### config.mk
export PLATFORM = sky130hd
export DESIGN_NAME = keypad_lock_unlock
export DESIGN_NICKNAME = d
export VERILOG_FILES = /design/src/keypad_lock_unlock.v /design/src/second_tick.v
export VERILOG_INCLUDE_DIRS = /design/src
export SDC_FILE = /design/constraint.sdc
export NUM_CORES = 1
export LEC_CHECK = 0
export ABC_CLOCK_PERIOD_IN_PS = 3050
export BUFFER_PORTS_ARGS = -buffer_cell sky130_fd_sc_hd__buf_4
export CORE_UTILIZATION = 35
export CTS_CLUSTER_DIAMETER = 30
export DETAILED_ROUTE_END_ITERATION = 6
export HOLD_SLACK_MARGIN = 0.02
export SETUP_SLACK_MARGIN = 0.05
export SLEW_MARGIN = 20
export SYNTH_ARGS = -nofsm -noshare
export SYNTH_HDL_FRONTEND = slang
export SYNTH_SLANG_ARGS = --single-unit
export TNS_END_PERCENT = 50
### constraint.sdc
create_clock -name pclk -period 3.05 [get_ports pclk]
set_input_delay 0.1525 -clock pclk [delete_from_list [all_inputs] [get_ports pclk]]
set_output_delay 0.1525 -clock pclk [all_outputs]
set_load 0.05 [all_outputs]
### src/lock_defines.vh
`ifndef LOCK_DEFINES_VH
`define LOCK_DEFINES_VH
`define IDX_FIRST_CODE 8'h33
`define IDX_SECOND_CODE 8'h34
`define IDX_FREEZE_CODE 8'h35
`define IDX_TIMING 8'h36
`define IDX_CONFIG 8'h37
`define IDX_STATUS 8'h38
`define IDX_MASK 8'h39
`define IDX_STATE 8'h3A
`define POL_BIT 7
`define EN_BIT 0
`define CODE_MSB 6
`define MASK_MSB 7
`define MASK_LSB 3
`define WIN_MSB 2
`define WIN_LSB 0
`define ST_LOCK 0
`define ST_EVENT 1
`define ST_FREEZE 2
`define ST_UNLOCKED 3
`define CLK_HZ 50000000
`define TICK_NS 1000000000
`define CLK_NS 20
`define TICK_CYCLES (`TICK_NS / `CLK_NS)
`endif

### src/keypad_lock_unlock.v
`include "lock_defines.vh"
module keypad_lock_unlock #(
   parameter [31:0] TICK_CYCLES = `TICK_CYCLES
) (
   // Clock and reset
   input wire pclk,
   input wire presetn,
   // APB
   input wire psel,
   input wire penable,
   input wire pwrite,
   input wire [11:0] paddr,
   input wire [31:0] pwdata,
   output reg [31:0] prdata,
   output reg pready,
   output reg pslverr,
   // Decoded event stream: code, active(1)/press or inactive(0)/release
   input wire evt_valid,
   input wire [6:0] evt_code,
   input wire evt_state,
   // Lock state
   output reg locked_q,
   // Interrupts
   output reg event_irq_q,
   output reg irq
);
   ////////////////////////////////////////////////////////////////////////////
   localparam S_OPEN = 2'd0;
   localparam S_LOCKED = 2'd1;
   localparam S_HALF = 2'd2;

   reg [7:0] first_release_code_q;
   reg [7:0] second_release_code_q;
   reg [7:0] keypad_freeze_trigger_code_q;
   reg [7:0] freeze_timing_settings_q;
   reg [7:0] freeze_configuration_q;
   reg [3:0] status_q;
   reg [3:0] mask_q;
   reg [1:0] state_q;
   reg [2:0] win_q;
   reg [4:0] mtmr_q;
   reg masking_q;
   wire sec_tick;
   reg tick_restart;

   wire [6:0] first_release_event_code = first_release_code_q[`CODE_MSB:0];
   wire first_release_polarity = first_release_code_q[`POL_BIT];
   wire [6:0] second_release_event_code = second_release_code_q[`CODE_MSB:0];
   wire second_release_polarity = second_release_code_q[`POL_BIT];
   wire [6:0] freeze_trigger_code = keypad_freeze_trigger_code_q[`CODE_MSB:0];
   wire freeze_trigger_polarity = keypad_freeze_trigger_code_q[`POL_BIT];
   wire [4:0] mask_secs = freeze_timing_settings_q[`MASK_MSB:`MASK_LSB];
   wire [2:0] win_secs = freeze_timing_settings_q[`WIN_MSB:`WIN_LSB];
   wire lock_en = freeze_configuration_q[`EN_BIT];

   // Polarity bit selects press/active (1) or release/inactive (0)
   function match;
      input [6:0] code;
      input pol;
      input [6:0] ecode;
      input estate;
      begin
         match = (code == ecode) && (pol == estate);
      end
   endfunction

   function [31:0] word;
      input [7:0] v;
      begin
         word = {24'h00_0000, v};
      end
   endfunction

   wire hit1 = evt_valid && match(first_release_event_code, first_release_polarity,
                                  evt_code, evt_state);
   wire hit2 = evt_valid && match(second_release_event_code, second_release_polarity,
                                  evt_code, evt_state);
   wire hitf = evt_valid && match(freeze_trigger_code, freeze_trigger_polarity,
                                  evt_code, evt_state);
   wire in_lock = (state_q != S_OPEN);

   second_tick #(.CYCLES(TICK_CYCLES)) u_tick (
      .pclk(pclk),
      .presetn(presetn),
      .restart(tick_restart),
      .tick_q(sec_tick)
   );

   ////////////////////////////////////////////////////////////////////////////
   // APB slave: ready one cycle after the first access edge, so one wait state
   wire acc = psel && penable;
   wire first_acc = acc && !pready;
   wire [9:0] idx = paddr[11:2];
   wire wr = first_acc && pwrite;
   wire rd_en = first_acc && !pwrite;
   wire mapped = (idx >= {2'b00, `IDX_FIRST_CODE}) && (idx <= {2'b00, `IDX_STATE});
   reg [3:0] ev_set;
   reg event_irq_fire;
   reg unlock_done;
   reg [7:0] rdata_d;

   // Offset decode shared by the read mux, the write strobes and the clear
   wire sel_first = (idx == {2'b00, `IDX_FIRST_CODE});
   wire sel_second = (idx == {2'b00, `IDX_SECOND_CODE});
   wire sel_freeze = (idx == {2'b00, `IDX_FREEZE_CODE});
   wire sel_timing = (idx == {2'b00, `IDX_TIMING});
   wire sel_config = (idx == {2'b00, `IDX_CONFIG});
   wire sel_status = (idx == {2'b00, `IDX_STATUS});
   wire sel_mask = (idx == {2'b00, `IDX_MASK});
   wire sel_state = (idx == {2'b00, `IDX_STATE});

   // Read mux; reserved bits and unknown offsets read as zero
   always @* begin
      rdata_d = 8'h00;
      if (sel_first) begin
         rdata_d = first_release_code_q;
      end
      if (sel_second) begin
         rdata_d = second_release_code_q;
      end
      if (sel_freeze) begin
         rdata_d = keypad_freeze_trigger_code_q;
      end
      if (sel_timing) begin
         rdata_d = freeze_timing_settings_q;
      end
      if (sel_config) begin
         rdata_d = {7'h00, lock_en};
      end
      if (sel_status) begin
         rdata_d = {4'h0, status_q};
      end
      if (sel_mask) begin
         rdata_d = {4'h0, mask_q};
      end
      if (sel_state) begin
         rdata_d = {3'h0, masking_q, 2'b00, state_q};
      end
   end

   always @(posedge pclk or negedge presetn) begin
      if (!presetn) begin
         pready <= 1'b0;
         pslverr <= 1'b0;
      end else begin
         // Ready is a single pulse; a held access drops it for one cycle and is answered again
         pready <= first_acc;
         pslverr <= first_acc && !mapped;
      end
   end

   // Read data stands only in the cycle in which ready is high
   always @(posedge pclk or negedge presetn) begin
      if (!presetn) begin
         prdata <= 32'h0000_0000;
      end else if (rd_en) begin
         prdata <= word(rdata_d);
      end else begin
         prdata <= 32'h0000_0000;
      end
   end

   // The state register is read-only; a write to it is dropped without error
   always @(posedge pclk or negedge presetn) begin
      if (!presetn) begin
         first_release_code_q <= 8'h00;
         second_release_code_q <= 8'h00;
         keypad_freeze_trigger_code_q <= 8'h00;
         freeze_timing_settings_q <= 8'h00;
         freeze_configuration_q <= 8'h00;
         mask_q <= 4'h0;
      end else if (wr) begin
         if (sel_first) begin
            first_release_code_q <= pwdata[7:0];
         end
         if (sel_second) begin
            second_release_code_q <= pwdata[7:0];
         end
         if (sel_freeze) begin
            keypad_freeze_trigger_code_q <= pwdata[7:0];
         end
         if (sel_timing) begin
            freeze_timing_settings_q <= pwdata[7:0];
         end
         if (sel_config) begin
            freeze_configuration_q <= {7'h00, pwdata[0]};
         end
         if (sel_mask) begin
            mask_q <= pwdata[3:0];
         end
      end
   end

   ////////////////////////////////////////////////////////////////////////////
   // Lock sequencer
   reg [1:0] state_d;
   always @* begin
      state_d = state_q;
      unlock_done = 1'b0;
      ev_set = 4'h0;
      tick_restart = 1'b0;
      // Clearing the enable drops straight back to open from any state
      if (!lock_en) begin
         state_d = S_OPEN;
      end else begin
         case (state_q)
            S_OPEN: begin
               if (hitf) begin
                  state_d = S_LOCKED;
                  ev_set[`ST_FREEZE] = 1'b1;
               end
            end
            S_LOCKED: begin
               if (hit1) begin
                  state_d = S_HALF;
                  tick_restart = 1'b1;
               end
            end
            S_HALF: begin
               if (hit2) begin
                  state_d = S_OPEN;
                  unlock_done = 1'b1;
                  ev_set[`ST_UNLOCKED] = 1'b1;
               end else if (evt_valid) begin
                  state_d = S_LOCKED;
               end else if (win_secs != 3'b000 && sec_tick && win_q == 3'd1) begin
                  state_d = S_LOCKED;
               end
            end
            default: state_d = S_LOCKED;
         endcase
      end
      if (state_d == S_LOCKED && state_q == S_OPEN) begin
         ev_set[`ST_LOCK] = 1'b1;
      end
      // Interrupt on locked events, except the one that completes the unlock, unless the mask timer is running
      event_irq_fire = in_lock && evt_valid && mask_secs != 5'd0 && !masking_q
                       && !unlock_done;
      if (event_irq_fire) begin
         ev_set[`ST_EVENT] = 1'b1;
      end
   end

   ////////////////////////////////////////////////////////////////////////////
   // Status: an event in the same cycle as its clear keeps the bit set
   wire [3:0] status_clr = (wr && sel_status) ? pwdata[3:0] : 4'h0;
   wire [3:0] status_d = (status_q & ~status_clr) | ev_set;

   // locked_q follows the next state, so it always agrees with state_q
   always @(posedge pclk or negedge presetn) begin
      if (!presetn) begin
         state_q <= S_OPEN;
         locked_q <= 1'b0;
      end else begin
         state_q <= state_d;
         locked_q <= (state_d != S_OPEN);
      end
   end

   ////////////////////////////////////////////////////////////////////////////
   // Unlock window: loaded on the first unlock event, counted down in seconds
   // A window of zero never expires: the count stays at zero
   always @(posedge pclk or negedge presetn) begin
      if (!presetn) begin
         win_q <= 3'd0;
      end else if (tick_restart) begin
         win_q <= win_secs;
      end else if (sec_tick && win_q != 3'd0) begin
         win_q <= win_q - 3'd1;
      end
   end

   ////////////////////////////////////////////////////////////////////////////
   // Interrupt mask timer
   // Shares the one-second prescaler, so it may expire up to one second early
   // Zero in the field disables both the event interrupt and the mask
   always @(posedge pclk or negedge presetn) begin
      if (!presetn) begin
         masking_q <= 1'b0;
         mtmr_q <= 5'd0;
      end else if (unlock_done || !lock_en) begin
         masking_q <= 1'b0;
         mtmr_q <= 5'd0;
      end else if (event_irq_fire) begin
         masking_q <= 1'b1;
         mtmr_q <= mask_secs;
      end else if (masking_q && sec_tick) begin
         if (mtmr_q <= 5'd1) begin
            masking_q <= 1'b0;
         end
         mtmr_q <= mtmr_q - 5'd1;
      end
   end

   ////////////////////////////////////////////////////////////////////////////
   // Status, one-cycle event interrupt pulse and level interrupt
   always @(posedge pclk or negedge presetn) begin
      if (!presetn) begin
         status_q <= 4'h0;
         event_irq_q <= 1'b0;
         irq <= 1'b0;
      end else begin
         status_q <= status_d;
         event_irq_q <= event_irq_fire;
         // Taken from the next status so irq and status_q change together
         irq <= |(status_d & mask_q);
      end
   end
endmodule

### src/second_tick.v
module second_tick #(
   parameter [31:0] CYCLES = 32'd50000000
) (
   // Clock and reset
   input wire pclk,
   input wire presetn,
   // Restart count from zero
   input wire restart,
   // One-cycle pulse per elapsed second
   output reg tick_q
);
   reg [31:0] cnt_q;
   always @(posedge pclk or negedge presetn) begin
      if (!presetn) begin
         cnt_q <= 32'h0000_0000;
         tick_q <= 1'b0;
      end else if (restart) begin
         cnt_q <= 32'h0000_0000;
         tick_q <= 1'b0;
      end else if (cnt_q == CYCLES - 32'd1) begin
         cnt_q <= 32'h0000_0000;
         tick_q <= 1'b1;
      end else begin
         cnt_q <= cnt_q + 32'd1;
         tick_q <= 1'b0;
      end
   end
endmodule

==> metrics.txt, run 1 <==
DRC viols 8; sw frac 25.4%; Switch Pwr 661 uW; Clk pwr share 41.4%; clk root buf clkbuf_16; Post-synth top cells dfrtp_1, nor2_1, nand2_1; critical path peak fanout 7; via count 3,909; DR iter-0 viols 274; outcome finished, violations left; area delta synth->final 13.5%; antenna violations before repair 0; post_cts resized 0; dpl cell area 0.00577 mm^2; main flop type after synthesis dfrtp_1; Logic pwr share 8.4%; Worst path max stage delay 0.58 ns; width of the die 126 um; placed cell count 745; H-Tree Depth 3; LEAKAGE 0.00276 uW; Clk Latency, worst-skew pair 0.35 ns; Tmin final 2.21 ns; most frequent cell after synthesis dfrtp_1; post-route design area 0.00606 mm^2; Cell Chain, Critical Path ha_1, and4_1, nand3_1, nor4_1, nand2_1, xor2_1, nor2_1; total clock sinks 98; Worst EP required 3.27 ns; Synth Area per Inst 10.1 um^2; cell count after synthesis 528; max_cap viols 0; area leader, netlist dfrtp_1; Seq pwr share 50.2%; port bufs 44; number of buffers created by CTS 9; Final Skew 0.0103 ns; top post-synthesis cells by area dfrtp_1, mux2_2, xnor2_1; flop2flop setup slack 0.84 ns; CTS tree yes; first-pass GRT wire length 20.1 mm; Max IR drop VDD 0.289 mV; top cell type's share of synthesized area 45.9%; sequential area share after synthesis 45.9%; largest net degree at the start of global routing 69; Tightest Hold Check Type in -> reg; total core area 0.0147 mm^2; Crit path max-delay family simple AND/OR/NAND/NOR gates; Post-synth EDFFs 0; Post-CTS Setup Bufs 0; deepest clock path buffer count 2; DP HPWL 8.81 mm; Setup violations, final 0; vias per inst 5.13; Initial Util 36.3%; Setup crit end kind register; # diodes 0; filler cell count 1,380; Layout Nets 637; drt total wl 12.0 mm; Buf+Inv Stages, Crit Path 0; Syn Std Cell Area 0.00534 mm^2; Die Y 126 um; fraction of layout cells with a size suffix above 1 20.2%; routability cong. 0.871; CP Class reg -> reg; Max Clock Freq 453 MHz; Power Internal 1940 uW; Rel. slew slack 41.8%; Synth async-reset ratio 100%; Hold Vio Cnt, Final 0; RSZ-0062 raised after global routing no; Power Density 429 mW/mm^2; Synth cell types 58; Final ANT Viol Nets 0; Layout Cells excl Fill 762; crit path DAT 2.42 ns; I/O pins 95; failing checks DRC; row cnt 44; critical path launch point type register; Die Footprint 0.0158 mm^2; Post-CTS Hold Buffers 1; Worst Tran Pin Value 0.873 ns; Power Total 2600 uW; Slowest cell on crit path nor4_1; number of global-route vias before repair 3,916; Avg WL per Cell 15.8 um; #FFs+latches synth 98; max-slew violations 0; Synth warnings 0; Fin Setup TNS 0 ns; grt ovf 0; Reg clk slew, reported paths 0.07 ns; final period utilization 72.4%; total track usage 16.2%; DRT Pass-1 Iters 7
==> kinds of logic after synthesis <==
kind of cell	after synthesis	share of synthesized area, %
compound gates	62	7.80
xor+xnor	60	9.84
fa+ha+maj	6	1.41
buf+inv	49	5.46
flops	98	45.9
mux	41	8.55
other cells	1	0.0702
simple gates	211	20.9
==> sequential cells by signal, indices dropped and copies added, names as in the netlist, 2 cells and up <==
name	count
mtmr_q	5
status_q	4
prdata	8
mask_q	4
first_release_code_q	8
state_q	2
win_q	3
second_release_code_q	8
freeze_timing_settings_q	8
u_tick.cnt_q	32
keypad_freeze_trigger_code_q	8
==> cell usage in the layout (no fill, tap or decap), types with 11 or more instances in the layout <==
| cell type | n |
|---|---|
| buf_4 | 49 |
| dfrtp_1 | 98 |
| xor2_1 | 28 |
| nand4_1 | 11 |
| nor3_1 | 14 |
| nor2_1 | 61 |
| xnor2_1 | 32 |
| nand3_1 | 21 |
| mux2_2 | 37 |
| conb_1 | 24 |
| nand2_1 | 46 |
| o21ai_0 | 22 |
==> per-layer routing <==
layer	up-vias	wire, um	track usage, %
met5	-	0	0
met1	1922	5700	22.0
li1	1885	-	-
met3	14	477	2.95
met4	0	195	6.24
met2	88	5660	25.7
==> power groups by stage <==
stage	Sequential, uW	Clock [uW]	Combinational (uW)
finish	1310	1080	218
global route	1310	1160	237
global placement	1330	0	215
CTS	1310	1110	220
detailed placement	1330	0	218
floorplan	1340	0	147
==> final timing paths <==
kind | endpoint | cells past startpoint | from
worst max register to register | u_tick.cnt_q[28] | 7 | u_tick.cnt_q[0]
worst max-delay path | u_tick.cnt_q[28] | 7 | u_tick.cnt_q[0]
worst min-delay path | second_release_code_q[5] | 2 | pwdata[5]
max in group asynchronous | u_tick.cnt_q[26] | 3 | presetn
min in group asynchronous | pready | 2 | presetn
worst min register to register | u_tick.cnt_q[0] | 1 | u_tick.cnt_q[0]
==> per-stage QoR <==
stage	worst slack [ns]	hold WS, ns	utilization (%)
after global placement	0.784	0.319	39.2
after global routing	0.666	0.0613	41.2
after floorplan	1.06	-0.143	-
final	0.843	0.0691	41.2
after detailed placement	0.728	0.328	39.2
after CTS	0.849	0.0584	41.2
==> layout make-up <==
| type | instances | area (um^2) | share of cell area [%] |
|---|---|---|---|
| Timing Repair Buffer | 50 | 378 | 6.24 |
| Clock inverter | 5 | 37.5 | 0.619 |
| Inverter | 10 | 37.5 | 0.619 |
| Sequential cell | 98 | 2450 | 40.5 |
| Clock buffer | 11 | 243 | 4.01 |
| Tap cell | 184 | 230 | 3.80 |
| Multi-Input combinational cell | 404 | 2680 | 44.2 |
Power figures use the tool's default switching activity.
==> run 2, diff against run 1 <==
ABC_AREA = 1   (was not set)
ABC_CLOCK_PERIOD_IN_PS = 2120   (was 3050)
clock period = 2.12 ns   (was 3.05 ns; I/O delays follow)
==> metrics.txt, run 2 <==
number of buffers created by CTS 9; Layout Utilization 41.4%; Compound-Gate Fraction of Synth Area 8.40%; number of flip-flops in the largest register 32; Synth Area in Adders 1.25%; Synth Area per Inst 7.34 um^2; # diodes 0; most common cell after layout, fill and taps aside nand2_1; via count 5,343; CP Class reg -> reg; total track usage 19.2%; Setup WS pre-CTS 0.349 ns; total clock sinks 98; main flop type after synthesis dfrtp_1; Post-synth top cells nand2_1, inv_1, nor2_1; antenna violations before repair 0; first-pass GRT wire length 26.2 mm; sequential area share after synthesis 40.8%; Die Y 133 um; Synth async-reset ratio 100%; largest net degree at the start of global routing 44; fraction of layout cells with a size suffix above 1 12.6%; Reg clk slew, reported paths 0.07 ns; post_cts resized 0; DRC viols 0; LEAKAGE 0.00333 uW; Avg WL per Cell 14.7 um; crit path DAT 2.01 ns; #FFs+latches synth 98; routability cong. 0.930; top post-synthesis cells by area dfrtp_1, nand2_1, inv_1; final period utilization 84.3%; mux share of post-synthesis cell area 0%; number of global-route vias before repair 5,097; grt peak-use layer met2; H-Tree Depth 3; max_cap viols 0; hold slack 0.0411 ns; Max Clock Freq 560 MHz; outcome completed; Fin Setup TNS 0 ns; port bufs 44; Die Footprint 0.0177 mm^2; drt total wl 16.1 mm; Hold Vio Cnt, Final 0; Clk Latency, worst-skew pair 0.36 ns; max-slew violations 0; most frequent cells in the layout nand2_1, inv_1, nor2_1, dfrtp_1, buf_4; deepest clock path buffer count 2; top cell type's share of synthesized area 40.8%; Setup crit end kind register; Synth cell types 41; Max IR drop VDD 0.404 mV; Syn Std Cell Area 0.00601 mm^2; I/O pins 95; grt ovf 0; total core area 0.0166 mm^2; area delta synth->final 14.8%; Register Area 0.00245 mm^2; Post-synth EDFFs 0; row cnt 47; critical path launch point type register; Tmin final 1.79 ns; area leader, netlist dfrtp_1; Initial Util 36.1%; Final Skew 0.0143 ns; Setup violations, final 0; Post-CTS Hold Buffers 1; width of the die 133 um; met1 Usage GRT 25.2%; RSZ-0062 raised after global routing no; met3 usage 3.45%; largest register by flop count u_tick.cnt_q; cell count after synthesis 818; Final Worst Setup Slack 0.334 ns; most frequent cell after synthesis nand2_1; filler cell count 1,723; critical path peak fanout 8; DR iter-0 viols 352; DP HPWL 12.6 mm; Post-CTS Setup Bufs 0; main combinational cell family by area after synthesis simple AND/OR/NAND/NOR gates; Power Total 4510 uW; vias per inst 4.88; CTS tree yes; Power Density 654 mW/mm^2; clk root buf clkbuf_16; Post-Synth Simple-Gate Area 34.6%; met2 Track Usage GR 32.3%; Multi-input gate area 0.00297 mm^2; Synth warnings 0; Final ANT Viol Nets 0; Tightest Hold Check Type in -> reg; Layout Nets 935; Worst EP required 2.35 ns; xor/xnor share of the synthesized area 3.79%; DRT Pass-1 Iters 5
==> run 2: cell types whose count changed after synthesis, moves of 9 or more <==
| cell | before | now |
|---|---|---|
| nand2_1 | 46 | 193 |
| inv_1 | 10 | 106 |
| nor2_1 | 61 | 103 |
| mux2_2 | 37 | 0 |
| nand4_1 | 11 | 42 |
| o21ai_0 | 22 | 46 |
| xnor2_1 | 32 | 8 |
| nand3_1 | 21 | 38 |
| o21ai_1 | 0 | 16 |
| nand2_2 | 0 | 10 |
| xor2_1 | 28 | 18 |
| inv_2 | 0 | 9 |
| nor2b_1 | 9 | 0 |
==> run 2: layer usage <==
metal	vias up	routed length [um]
li1	2704	-
met2	128	7700
met3	16	696
met4	0	241
met5	-	0
met1	2495	7480
==> run 2: path summary, 6_finish.rpt <==
check                                 from                           to  cells past startpoint  slack [ns]
worst min-delay path             pwdata[0]    freeze_configuration_q[0]                      3        0.04
worst max register to register  state_q[0]                          irq                      8        0.33
worst min register to register    win_q[2]                     win_q[2]                      2        0.51
worst max-delay path            state_q[0]                          irq                      8        0.33
min in group asynchronous          presetn     second_release_code_q[0]                      2        0.25
max in group asynchronous          presetn  freeze_timing_settings_q[4]                      3        1.20
==> run 2: layout make-up <==
| type | instances | area share, % |
|---|---|---|
| Clock buffer | 13 | 4.07 |
| Clock inverter | 3 | 0.998 |
| Tap cell | 220 | 3.99 |
| Timing Repair Buffer | 53 | 5.99 |
| Inverter | 115 | 6.26 |
| Sequential cell | 98 | 35.6 |
| Multi-Input combinational cell | 594 | 43.1 |
==> run 2: cell families after synthesis <==
group | count (synthesis)
flip-flops | 98
buffers and inverters | 149
AND/OR/NAND/NOR | 444
other | 1
AO/OA/AOI/OAI | 94
adder cells (fa/ha/maj) | 6
XOR/XNOR | 26
==> run 2: metrics by stage <==
stage | cell area (um^2) | cells
2_1_floorplan | 6090 | 841
3_3_place_gp | 6540 | 1079
3_5_place_dp | 6540 | 1079
4_1_cts | 6890 | 1096
5_1_grt | 6890 | 1096
6_report | 6890 | 1096
==> run 2: worst max-delay path: stages (launching register included) <==
cell,delay [ns]
dfrtp_1,0.44
nor2_1,0.30
inv_1,0.08
nand4_1,0.25
inv_1,0.18
nand2_1,0.17
nand2_1,0.09
nand2_1,0.07
nand3_1,0.09
==> run 2: where the power goes <==
group	internal [uW]	switching (uW)
Clock	1170	735
Sequential	1940	87.0
Combinational	180	402
